$ cat src/hw/gpm_pkg.sv
// package: register map, mode codes and timing constants of the port mode block
`default_nettype none
package gpm_pkg;
    localparam int NUM_PORTS = 6;
    localparam int PORT_WIDTH = 8;
    localparam int NUM_PINS = 43;
    localparam int LAST_PORT_PINS = 7;
    // register kinds, one word each; byte address = kind + port*4
    localparam logic [7:0] KIND_DATA = 8'h00;
    localparam logic [7:0] KIND_MODE_LOW = 8'h20;
    localparam logic [7:0] KIND_MODE_HIGH = 8'h40;
    localparam logic [7:0] KIND_THRESHOLD = 8'h60;
    localparam logic [7:0] KIND_SLEW = 8'h80;
    localparam logic [7:0] ADDR_LIMIT = 8'hA0;
    localparam logic [7:0] DATA_RESET = 8'hFF;
    localparam logic [7:0] MODE_LOW_RESET = 8'hFF;
    localparam logic [7:0] MODE_HIGH_RESET = 8'h00;
    localparam logic [7:0] THRESHOLD_RESET = 8'h00;
    localparam logic [7:0] SLEW_RESET = 8'h00;
    localparam int CLK_PERIOD_NS = 10;
    localparam int BOOST_CYCLES = 2;
    localparam logic [1:0] RESP_OKAY = 2'h0;
    localparam logic [1:0] RESP_SLVERR = 2'h2;

    typedef enum logic [1:0] {GPM_QUASI, GPM_PUSH_PULL, GPM_INPUT_ONLY, GPM_OPEN_DRAIN} gpm_mode_e;

    // per-pin drive controls towards the pad
    typedef struct packed {
        logic strongLow;
        logic strongHigh;
        logic weakHigh;
        logic fastSlew;
        logic schmitt;
    } gpm_pad_s;
endpackage
`default_nettype wire

$ cat src/hw/gpm_sync.sv
// module: two-flop synchroniser for a vector of pin levels
`default_nettype none
module gpm_sync #(
    parameter int WIDTH = 8
) (
    input wire logic clk,
    input wire logic reset_n,
    input wire logic [WIDTH-1:0] asyncIn,
    output logic [WIDTH-1:0] syncOut
);
    logic [WIDTH-1:0] stage1;
    logic [WIDTH-1:0] next_stage1;
    logic [WIDTH-1:0] next_syncOut;

    always_comb
    begin
        next_stage1 = asyncIn;
        next_syncOut = stage1;
    end

    // first stage is read only by the second
    always_ff @(posedge clk)
    begin
        if (!reset_n)
        begin
            stage1 <= '0;
            syncOut <= '0;
        end
        else
        begin
            stage1 <= next_stage1;
            syncOut <= next_syncOut;
        end
    end
endmodule
`default_nettype wire

$ cat src/hw/gpm_pin.sv
// module: drive decode and strong pull-high pulse for one pin
`default_nettype none
module gpm_pin (
    input wire logic clk,
    input wire logic reset_n,
    input wire logic latchBit,
    input wire logic modeLow,
    input wire logic modeHigh,
    input wire logic thresholdBit,
    input wire logic slewBit,
    output gpm_pkg::gpm_pad_s pad
);
    logic prevLatch;
    logic [1:0] boostCount;
    logic next_prevLatch;
    logic [1:0] next_boostCount;
    gpm_pkg::gpm_pad_s next_pad;
    gpm_pkg::gpm_mode_e mode;

    always_comb
    begin
        mode = gpm_pkg::gpm_mode_e'({modeLow, modeHigh});
        next_prevLatch = latchBit;
        next_boostCount = (boostCount != 2'h0) ? boostCount - 2'h1 : 2'h0;
        // a rising latch in quasi mode arms a two-cycle strong pull-high
        if (mode == gpm_pkg::GPM_QUASI && latchBit && !prevLatch)
        begin
            next_boostCount = 2'(gpm_pkg::BOOST_CYCLES);
        end
        if (mode != gpm_pkg::GPM_QUASI || !latchBit)
        begin
            next_boostCount = 2'h0;
        end
        next_pad = '0;
        next_pad.fastSlew = slewBit;
        next_pad.schmitt = thresholdBit;
        case (mode)
            gpm_pkg::GPM_QUASI:
            begin
                next_pad.weakHigh = latchBit;
                next_pad.strongLow = !latchBit;
                next_pad.strongHigh = (next_boostCount != 2'h0);
            end
            gpm_pkg::GPM_PUSH_PULL:
            begin
                next_pad.strongHigh = latchBit;
                next_pad.strongLow = !latchBit;
            end
            gpm_pkg::GPM_OPEN_DRAIN:
            begin
                next_pad.strongLow = !latchBit;
            end
            default:
            begin
                next_pad.strongLow = 1'b0;
            end
        endcase
    end

    always_ff @(posedge clk)
    begin
        if (!reset_n)
        begin
            prevLatch <= 1'b1;
            boostCount <= 2'h0;
            pad <= '0;
        end
        else
        begin
            prevLatch <= next_prevLatch;
            boostCount <= next_boostCount;
            pad <= next_pad;
        end
    end
endmodule
`default_nettype wire

$ cat src/hw/gpm_port.sv
// module: general purpose port block with AXI4-Lite register access
`default_nettype none
module gpm_port #(
    parameter int NUM_PORTS = gpm_pkg::NUM_PORTS,
    parameter int NUM_PINS = gpm_pkg::NUM_PINS
) (
    input wire logic clk,
    input wire logic reset_n,
    input wire logic [31:0] s_axi_awaddr,
    input wire logic s_axi_awvalid,
    output logic s_axi_awready,
    input wire logic [31:0] s_axi_wdata,
    input wire logic [3:0] s_axi_wstrb,
    input wire logic s_axi_wvalid,
    output logic s_axi_wready,
    output logic [1:0] s_axi_bresp,
    output logic s_axi_bvalid,
    input wire logic s_axi_bready,
    input wire logic [31:0] s_axi_araddr,
    input wire logic s_axi_arvalid,
    output logic s_axi_arready,
    output logic [31:0] s_axi_rdata,
    output logic [1:0] s_axi_rresp,
    output logic s_axi_rvalid,
    input wire logic s_axi_rready,
    input wire logic [NUM_PINS-1:0] pinIn,
    output gpm_pkg::gpm_pad_s [NUM_PINS-1:0] padCtrl
);
    localparam int PW = gpm_pkg::PORT_WIDTH;
    localparam int FULL = NUM_PORTS * PW;

    // ************************************************************
    // register storage
    // ************************************************************
    logic [FULL-1:0] dataLatch, modeLow, modeHigh, threshold, slew;
    logic [FULL-1:0] next_dataLatch, next_modeLow, next_modeHigh, next_threshold, next_slew;
    logic [NUM_PINS-1:0] pinSync;
    logic [FULL-1:0] pinLevel;

    // sixth port is narrower: absent pins read zero (one in mode low) and are not driven
    function automatic logic [FULL-1:0] pinMask();
        logic [FULL-1:0] m;
        m = '0;
        m[NUM_PINS-1:0] = '1;
        return m;
    endfunction

    // decode a byte address to its register kind and port index
    // unaligned or out-of-range offsets miss every kind and answer with an error
    function automatic logic addrHit(input logic [31:0] a, input logic [7:0] kind,
                                     output int port);
        logic [7:0] off;
        off = a[7:0] - kind;
        port = int'(off[4:2]);
        return (a[31:8] == 24'h0) && (a[7:0] >= kind) && (off < 8'h20)
            && (off[1:0] == 2'h0) && (port < NUM_PORTS);
    endfunction

    // ************************************************************
    // pin sampling and pad drive
    // ************************************************************
    // pins are asynchronous; reads see them three edges late, a cost paid
    // to keep a metastable level out of the read data
    gpm_sync #(.WIDTH(NUM_PINS)) uSync (
        .clk(clk),
        .reset_n(reset_n),
        .asyncIn(pinIn),
        .syncOut(pinSync)
    );

    always_comb
    begin
        pinLevel = '0;
        pinLevel[NUM_PINS-1:0] = pinSync;
    end

    // each pin registers its own drive, so every pad output comes from a flop
    genvar g;
    generate
        for (g = 0; g < NUM_PINS; g++)
        begin : gPin
            gpm_pin uPin (
                .clk(clk),
                .reset_n(reset_n),
                .latchBit(dataLatch[g]),
                .modeLow(modeLow[g]),
                .modeHigh(modeHigh[g]),
                .thresholdBit(threshold[g]),
                .slewBit(slew[g]),
                .pad(padCtrl[g])
            );
        end
    endgenerate

    // ************************************************************
    // write channel
    // ************************************************************
    // address and data may arrive in either order; each is held until both are in
    logic awHeld, wHeld;
    logic [31:0] awAddr, wData;
    logic [3:0] wStrb;
    logic next_awHeld, next_wHeld, next_bvalid, next_awready, next_wready;
    logic [31:0] next_awAddr, next_wData;
    logic [3:0] next_wStrb;
    logic [1:0] next_bresp;

    always_comb
    begin
        int p;
        logic [7:0] b;
        p = 0;
        b = 8'h00;
        next_awHeld = awHeld;
        next_wHeld = wHeld;
        next_awAddr = awAddr;
        next_wData = wData;
        next_wStrb = wStrb;
        next_bvalid = s_axi_bvalid;
        next_bresp = s_axi_bresp;
        next_dataLatch = dataLatch;
        next_modeLow = modeLow;
        next_modeHigh = modeHigh;
        next_threshold = threshold;
        next_slew = slew;
        if (s_axi_awvalid && s_axi_awready)
        begin
            next_awHeld = 1'b1;
            next_awAddr = s_axi_awaddr;
        end
        if (s_axi_wvalid && s_axi_wready)
        begin
            next_wHeld = 1'b1;
            next_wData = s_axi_wdata;
            next_wStrb = s_axi_wstrb;
        end
        if (s_axi_bvalid && s_axi_bready)
        begin
            next_bvalid = 1'b0;
        end
        // the write lands on the edge that raises bvalid; a pending response
        // holds both readies low, so at most one write is ever in flight
        if (awHeld && wHeld && !s_axi_bvalid)
        begin
            next_awHeld = 1'b0;
            next_wHeld = 1'b0;
            next_bvalid = 1'b1;
            next_bresp = gpm_pkg::RESP_SLVERR;
            b = wData[7:0];
            // only byte lane 0 carries data; other lanes are ignored
            if (addrHit(awAddr, gpm_pkg::KIND_DATA, p))
            begin
                if (wStrb[0]) next_dataLatch[p*PW +: PW] = b;
                next_bresp = gpm_pkg::RESP_OKAY;
            end
            else if (addrHit(awAddr, gpm_pkg::KIND_MODE_LOW, p))
            begin
                if (wStrb[0]) next_modeLow[p*PW +: PW] = b;
                next_bresp = gpm_pkg::RESP_OKAY;
            end
            else if (addrHit(awAddr, gpm_pkg::KIND_MODE_HIGH, p))
            begin
                if (wStrb[0]) next_modeHigh[p*PW +: PW] = b;
                next_bresp = gpm_pkg::RESP_OKAY;
            end
            else if (addrHit(awAddr, gpm_pkg::KIND_THRESHOLD, p))
            begin
                if (wStrb[0]) next_threshold[p*PW +: PW] = b;
                next_bresp = gpm_pkg::RESP_OKAY;
            end
            else if (addrHit(awAddr, gpm_pkg::KIND_SLEW, p))
            begin
                if (wStrb[0]) next_slew[p*PW +: PW] = b;
                next_bresp = gpm_pkg::RESP_OKAY;
            end
        end
        // absent pins are forced to input-only with a zero latch every cycle,
        // so no write can ever make them drive
        next_dataLatch = next_dataLatch & pinMask();
        next_modeLow = next_modeLow | ~pinMask();
        next_modeHigh = next_modeHigh & pinMask();
        next_threshold = next_threshold & pinMask();
        next_slew = next_slew & pinMask();
        next_awready = !next_awHeld && !next_bvalid;
        next_wready = !next_wHeld && !next_bvalid;
    end

    always_ff @(posedge clk)
    begin
        if (!reset_n)
        begin
            awHeld <= 1'b0;
            wHeld <= 1'b0;
            awAddr <= '0;
            wData <= '0;
            wStrb <= '0;
            s_axi_awready <= 1'b0;
            s_axi_wready <= 1'b0;
            s_axi_bvalid <= 1'b0;
            s_axi_bresp <= gpm_pkg::RESP_OKAY;
            // absent pins leave reset with ones in data and mode low, zeros elsewhere, and are masked on the first edge
            dataLatch <= {NUM_PORTS{gpm_pkg::DATA_RESET}};
            modeLow <= {NUM_PORTS{gpm_pkg::MODE_LOW_RESET}};
            modeHigh <= {NUM_PORTS{gpm_pkg::MODE_HIGH_RESET}};
            threshold <= {NUM_PORTS{gpm_pkg::THRESHOLD_RESET}};
            slew <= {NUM_PORTS{gpm_pkg::SLEW_RESET}};
        end
        else
        begin
            awHeld <= next_awHeld;
            wHeld <= next_wHeld;
            awAddr <= next_awAddr;
            wData <= next_wData;
            wStrb <= next_wStrb;
            s_axi_awready <= next_awready;
            s_axi_wready <= next_wready;
            s_axi_bvalid <= next_bvalid;
            s_axi_bresp <= next_bresp;
            dataLatch <= next_dataLatch;
            modeLow <= next_modeLow;
            modeHigh <= next_modeHigh;
            threshold <= next_threshold;
            slew <= next_slew;
        end
    end

    // ************************************************************
    // read channel
    // ************************************************************
    logic next_arready, next_rvalid;
    logic [31:0] next_rdata;
    logic [1:0] next_rresp;

    always_comb
    begin
        int p;
        p = 0;
        next_arready = s_axi_arready;
        next_rvalid = s_axi_rvalid;
        next_rdata = s_axi_rdata;
        next_rresp = s_axi_rresp;
        if (s_axi_rvalid && s_axi_rready)
        begin
            next_rvalid = 1'b0;
            next_arready = 1'b1;
        end
        // arready stays low while rvalid waits, so a second read cannot
        // overwrite data the master has not yet taken
        if (s_axi_arvalid && s_axi_arready)
        begin
            next_arready = 1'b0;
            next_rvalid = 1'b1;
            next_rdata = '0;
            next_rresp = gpm_pkg::RESP_OKAY;
            if (addrHit(s_axi_araddr, gpm_pkg::KIND_DATA, p))
                next_rdata[7:0] = pinLevel[p*PW +: PW];
            else if (addrHit(s_axi_araddr, gpm_pkg::KIND_MODE_LOW, p))
                next_rdata[7:0] = modeLow[p*PW +: PW];
            else if (addrHit(s_axi_araddr, gpm_pkg::KIND_MODE_HIGH, p))
                next_rdata[7:0] = modeHigh[p*PW +: PW];
            else if (addrHit(s_axi_araddr, gpm_pkg::KIND_THRESHOLD, p))
                next_rdata[7:0] = threshold[p*PW +: PW];
            else if (addrHit(s_axi_araddr, gpm_pkg::KIND_SLEW, p))
                next_rdata[7:0] = slew[p*PW +: PW];
            else
                next_rresp = gpm_pkg::RESP_SLVERR;
        end
    end

    always_ff @(posedge clk)
    begin
        if (!reset_n)
        begin
            s_axi_arready <= 1'b1;
            s_axi_rvalid <= 1'b0;
            s_axi_rdata <= '0;
            s_axi_rresp <= gpm_pkg::RESP_OKAY;
        end
        else
        begin
            s_axi_arready <= next_arready;
            s_axi_rvalid <= next_rvalid;
            s_axi_rdata <= next_rdata;
            s_axi_rresp <= next_rresp;
        end
    end
endmodule
`default_nettype wire

$ cat config.mk
export PLATFORM = sky130hd
export DESIGN_NAME = gpm_port
export DESIGN_NICKNAME = d
export VERILOG_FILES = /design/src/hw/gpm_pkg.sv /design/src/hw/gpm_sync.sv /design/src/hw/gpm_pin.sv /design/src/hw/gpm_port.sv
export SDC_FILE = /design/constraint.sdc
export NUM_CORES = 1
export LEC_CHECK = 0
export BUFFER_PORTS_ARGS = -buffer_cell sky130_fd_sc_hd__buf_2
export CAP_MARGIN = 20
export CELL_PAD_IN_SITES_DETAIL_PLACEMENT = 0
export CELL_PAD_IN_SITES_GLOBAL_PLACEMENT = 2
export CORE_MARGIN = 4
export CORE_UTILIZATION = 37
export DETAILED_ROUTE_END_ITERATION = 6
export GPL_TIMING_DRIVEN = 0
export HOLD_SLACK_MARGIN = 0.06
export PLACE_DENSITY = 0.8
export SYNTH_ARGS = -nofsm -noshare
export SYNTH_HDL_FRONTEND = slang
export SYNTH_SLANG_ARGS = --single-unit
$ cat constraint.sdc
create_clock -name clk -period 5 [get_ports clk]
set_clock_uncertainty 0.15 [all_clocks]
set_input_delay 0.25 -clock clk [delete_from_list [all_inputs] [get_ports clk]]
set_output_delay 0.25 -clock clk [all_outputs]
set_load 0.005 [all_outputs]
# == After elaboration in Yosys (flattened, before gate mapping) ==
# Index checks and enable logic that the tools add are counted.
# word_totals
wordCells,1310
out_inout_bits,256
register_bits,730
inputBits,150
# op_classes
shifts,15
muxes,206
n_lt_le_gt_ge,30
n_reduce_logical,587
bitwise,4
n_eq_ne,86
add_sub_neg,56
# op_table
operator,count
$mux W2,139
$reduce_bool A2 Y1,130
$bwmux W48,5
$shift A8 B33 Y48 const A,5
$shiftx A48 B7 Y8,5
$shiftx A8 B33 Y48,5
$reduce_and A2 Y1,86
$neg A6 Y33,5
$logic_and A1 B1 Y1,135
$mux W43,3
$reduce_or A3 Y1,43
$logic_not A2 Y1,53
$logic_not A1 Y1,90
$eq A2 B1 Y1 const B,43
$eq A2 B2 Y1 const B,43
$pmux W1 S2,43
$sub A2 B1 Y2 const B,43
$lt A8 B6 Y1 const B,10
$logic_not A24 Y1,2
$mux W48,1
$logic_or A1 B1 Y1,43
$mux W8,5
$ge A8 B7 Y1 const B,4
$sub A8 B7 Y8 const B,4
other kinds (13),39

# == Logic depth before layout (Yosys ltp) ==
# depth
word_depth,10
mapped_depth,13
depth_no_buf,9

# == Modules after synthesis ==
# From an unflattened synthesis, not the netlist that was laid out.
# unflattened
hier_cells,2511
area_unflattened_um2,26837.0
# by_module_without_submodules
mod,cells_per_inst,area_per_inst_um2,instances,seq_area_each_um2
gpm_port,1427,13148.9,1,5465.2
gpm_pin,21,264.0,43,160.2
gpm_sync,181,2336.0,1,1721.7

# == Worst setup path after synthesis ==
# Ideal clock, no wire load.
# synth_path
path_kind,register to register
start,register awAddr[2]
end,register modeLow[13]
setup_ns,0.141
stages_incl_launch_ff,12
n_path_buf,3
arrival_ns,2.543
synth_period_minus_slack_ns,2.835
setup_slack_ns,2.165
required_time_ns,4.709
path_cell_list,dfxtp_1 > clkbuf_1 > inv_1 > clkbuf_1 > ha_1 > ha_1 > nand3b_1 > nor4_2 > nand2_1 > clkbuf_1 > nand2_1 > o211ai_1
# synth_via
elab_chain_len,7
elab_cells_between_ends,21
classes_between,2 x add/sub; 6 x order compare; 2 x shift; 1 x mux; 1 x bitwise; 9 x reduce/logical
# synth_lines
item,line,source
"start, declared",gpm_port.sv:100,"logic [31:0] awAddr, wData;"
"start signal, assigned",gpm_port.sv:211,awAddr <= next_awAddr;
"parallel branches: the longest is 7 deep, another holds $neg A6 Y33",-,
"end signal, assigned",gpm_port.sv:202,modeLow <= {NUM_PORTS{gpm_pkg::MODE_LOW_RESET}};
"end signal, assigned",gpm_port.sv:219,modeLow <= next_modeLow;
"end, declared",gpm_port.sv:35,"logic [FULL-1:0] dataLatch, modeLow, modeHigh, threshold, slew;"
# Several ways; the timed one is not identified.
# A chain may end at the register's enable or synchronous reset.

# == Final worst setup path ==
# layout_path
start,register awAddr[2]
end,register modeHigh[20]
# layout_via
elab_chain_len,7
elab_cells_between_ends,30
classes_between,3 x add/sub; 9 x order compare; 2 x shift; 1 x mux; 2 x bitwise; 13 x reduce/logical
# layout_lines
item,line,source
"parallel branches: the longest is 7 deep, another holds $neg A6 Y33",-,
"end signal, assigned",gpm_port.sv:203,modeHigh <= {NUM_PORTS{gpm_pkg::MODE_HIGH_RESET}};
"end signal, assigned",gpm_port.sv:220,modeHigh <= next_modeHigh;
"end, declared",gpm_port.sv:35,
# Several ways; the timed one is not identified.

==> impl_metrics.tcl <==
set metrics [dict create \
    final_area_mm2 0.0313 \
    drtAntennaViolNets 0 \
    wl_per_cell_um 21.8 \
    ir_worst_vdd_uv 198 \
    powerDensity_mw_per_mm2 388 \
    p_sw_frac 0.226 \
    num_rows 94 \
    synth_cells 2549 \
    syn_area_mm2 0.0247 \
    route.detailed.drc 0 \
    grt_first_pass_wirelength_um 128000 \
    setup_tns_ns 0 \
    clock.fmax_ghz 0.232 \
    antenna_found_initial 3 \
    vias_per_cell 5.00 \
    grt_max_degree 16 \
    async_flop_share 0 \
    relSlewSlack 0.233 \
    power.leakage_nw 13.2 \
    avgSynthCellArea_um2 9.70 \
    start_util 0.375 \
    netlist_top_cells_area "dfxtp_1 57%, nand2_1 5.7%, mux2i_1 4.5%" \
    min_period_over_period 0.861 \
    worstSkewPairLatency_ns 0.64 \
    power.share.clock 0.486 \
    final_cell_count_no_fill 4025 \
    synthDistinctLibCells 66 \
    synth_top_area_cell "dfxtp_1" \
    coreArea_mm2 0.0660 \
    mostFrequentLayoutCell "dfxtp_1" \
    start_kind "flop" \
    switching_power_w 0.00274 \
    maxCapViolCount 0 \
    cp_max_fo 10 \
    critical_path.max_stage_delay_ns 1.07 \
    cpMaxStageDelayCell "nor4_2" \
    final_cell_mix "703 x dfxtp_1, 378 x nand2_1, 369 x buf_2" \
    dieWidth_um 266 \
    ys_ff_latch 703 \
    vias 20100 \
    die_area_mm2 0.0710 \
    post-place-cells 3786 \
    grt_usage 0.241 \
    grt_pass1_vias 20100 \
    crit_chain "clkbuf_1 -> inv_1 -> clkbuf_1 -> ha_1 -> nand4b_1 -> nor4_2 -> nand2_1 -> clkbuf_1 -> a31o_2" \
    postPlaceCellArea_mm2 0.0276 \
    required_ns 5.36 \
    grt_remaining_overflow 0 \
    drive_gt1_frac 0.188 \
    ctsRootBufferMaster "clkbuf_16" \
    drt_iter0_markers 1460 \
    worstSetupPathType "flop to flop" \
    worst_path_most_repeated_cell "clkbuf_1" \
    cts_buffer_depth 3 \
    firstDrtPassIters 7 \
    cts_tree "built" \
    fin_util 0.474 \
    syn_to_final_growth_pct 26.7 \
    cts-buffers-inserted 75 \
    fin_crit_ns 4.31 \
    cts.sinks 703 \
    finalHoldViolations 0 \
    finalMaxSlewViolations 0 \
    drt-total-wl_um 87700 \
    portBuffers 347 \
    io_pins 406 \
    min_path_type "input port to flop" \
    worst_setup_path_end_kind "flop" \
    ctsHoldBuffers 102 \
    die_y_um 266 \
    ys.flop_type "dfxtp_1" \
    ys_warn_count 0 \
    ys_seq_area_frac 0.569 \
    n_antenna_cell 0 \
    internal_power_w 0.00940 \
    status "complete, no violations" \
    netlist.area_leader.share 0.569 \
    ctsResizeCount 0 \
    worstMarginPinSlew_ns 1.14 \
    power_frac_seq 0.469 \
    post_cts_buffers 0 \
    dp_hpwl_um 66800 \
    totalPowerFinal_w 0.0121 \
    num-nets-final 3259 \
    worstPathArrival_ns 4.66 \
    finalSetupViolCount 0 \
    synth-edff-count 0 \
    p_comb_frac 0.046 \
    htreeDepth 3 \
    place_congestion 0.909 \
    clk_pin_slew_ns 0.06 \
    rsz0062_at_grt "no" \
]
cell usage after synthesis, types with 32 or more instances:
master    instances
clkbuf_1         89
mux2i_1         111
nand2_1         378
nand3b_1         37
a21oi_1         160
inv_1           101
dfxtp_1         703
o21ai_0          74
nor2_1          135
and2_1          165
a21boi_0         62
nor2b_1          66
nor3_1           43
o211ai_1         32
nand2b_1         84
metal layers:
metal	up-vias	track usage	wire [um]	share of wire
met3	150	0.0390	4970	0.057
met2	638	0.398	40800	0.46
met5	-	0	6	0.000068
li1	9667	-	-	-
met1	9652	0.321	38900	0.44
met4	2	0.0892	3060	0.035
power by group through the flow:
stage | sequential, W | clock [W] | combinational [W]
6_report | 0.00569 | 0.00590 | 0.000556
5_1_grt | 0.00569 | 0.00624 | 0.000601
3_3_place_gp | 0.00581 | 0 | 0.000488
2_1_floorplan | 0.00580 | 0 | 0.000277
3_5_place_dp | 0.00581 | 0 | 0.000491
4_1_cts | 0.00569 | 0.00601 | 0.000555
flip-flops by register name, indices dropped and copies added, names as in the netlist, 32 cells and up:
| register | count |
|---|---|
| gPin.uPin.pad | 215 |
| gPin.uPin.boostCount | 86 |
| dataLatch | 43 |
| gPin.uPin.prevLatch | 43 |
| modeHigh | 43 |
| modeLow | 43 |
| slew | 43 |
| threshold | 43 |
| uSync.next_syncOut | 43 |
| uSync.syncOut | 43 |
| awAddr | 32 |
final cells by class:
type	instances	area (um2)
Buffer	147	682
Clock buffer	99	2110
Clock inverter	37	542
Fill cell	6291	34700
Inverter	102	383
Multi-Input combinational cell	1622	9670
Sequential cell	703	14100
Tap cell	864	1080
Timing Repair Buffer	451	2770
logic make-up (layout without fill, tap and decap cells):
group	Yosys count	count (layout)	share of synthesized area
simple gates	999	999	0.204
buf+inv	249	836	0.0431
other cells	1	26	0.000152
fa+ha+maj	7	7	0.00354
mux	141	141	0.0650
xor+xnor	2	2	0.000709
compound gates	447	447	0.114
flops	703	703	0.569
critical path, delay by kind of cell, from the launching register on:
kind                     cells  cell delay (ns)
AND/OR/NAND/NOR              3             1.87
flip-flops                   1             0.38
buffers and inverters        4             1.08
adder cells (fa/ha/maj)      1             0.40
AO/OA/AOI/OAI                1             0.31
per-stage QoR:
stage | hold WS (ns) | worst slack [ns]
4_1_cts | 0.0847 | 0.834
6_report | 0.110 | 0.694
2_1_floorplan | 0.227 | 2.17
3_3_place_gp | 0.253 | 0.817
5_1_grt | 0.157 | 0.549
3_5_place_dp | 0.257 | 0.834
worst paths after layout:
check,startpoint,endpoint,slack [ns],cells after the start
setup / recovery,awAddr[2],modeHigh[20],0.69,9
hold / removal,s_axi_awvalid,awAddr[3],0.11,5
setup reg to reg,awAddr[2],modeHigh[20],0.69,9
hold reg to reg,gPin[16].uPin.boostCount[0],gPin[16].uPin.boostCount[0],0.26,1
Note: power is estimated with default switching activity, not from simulation.
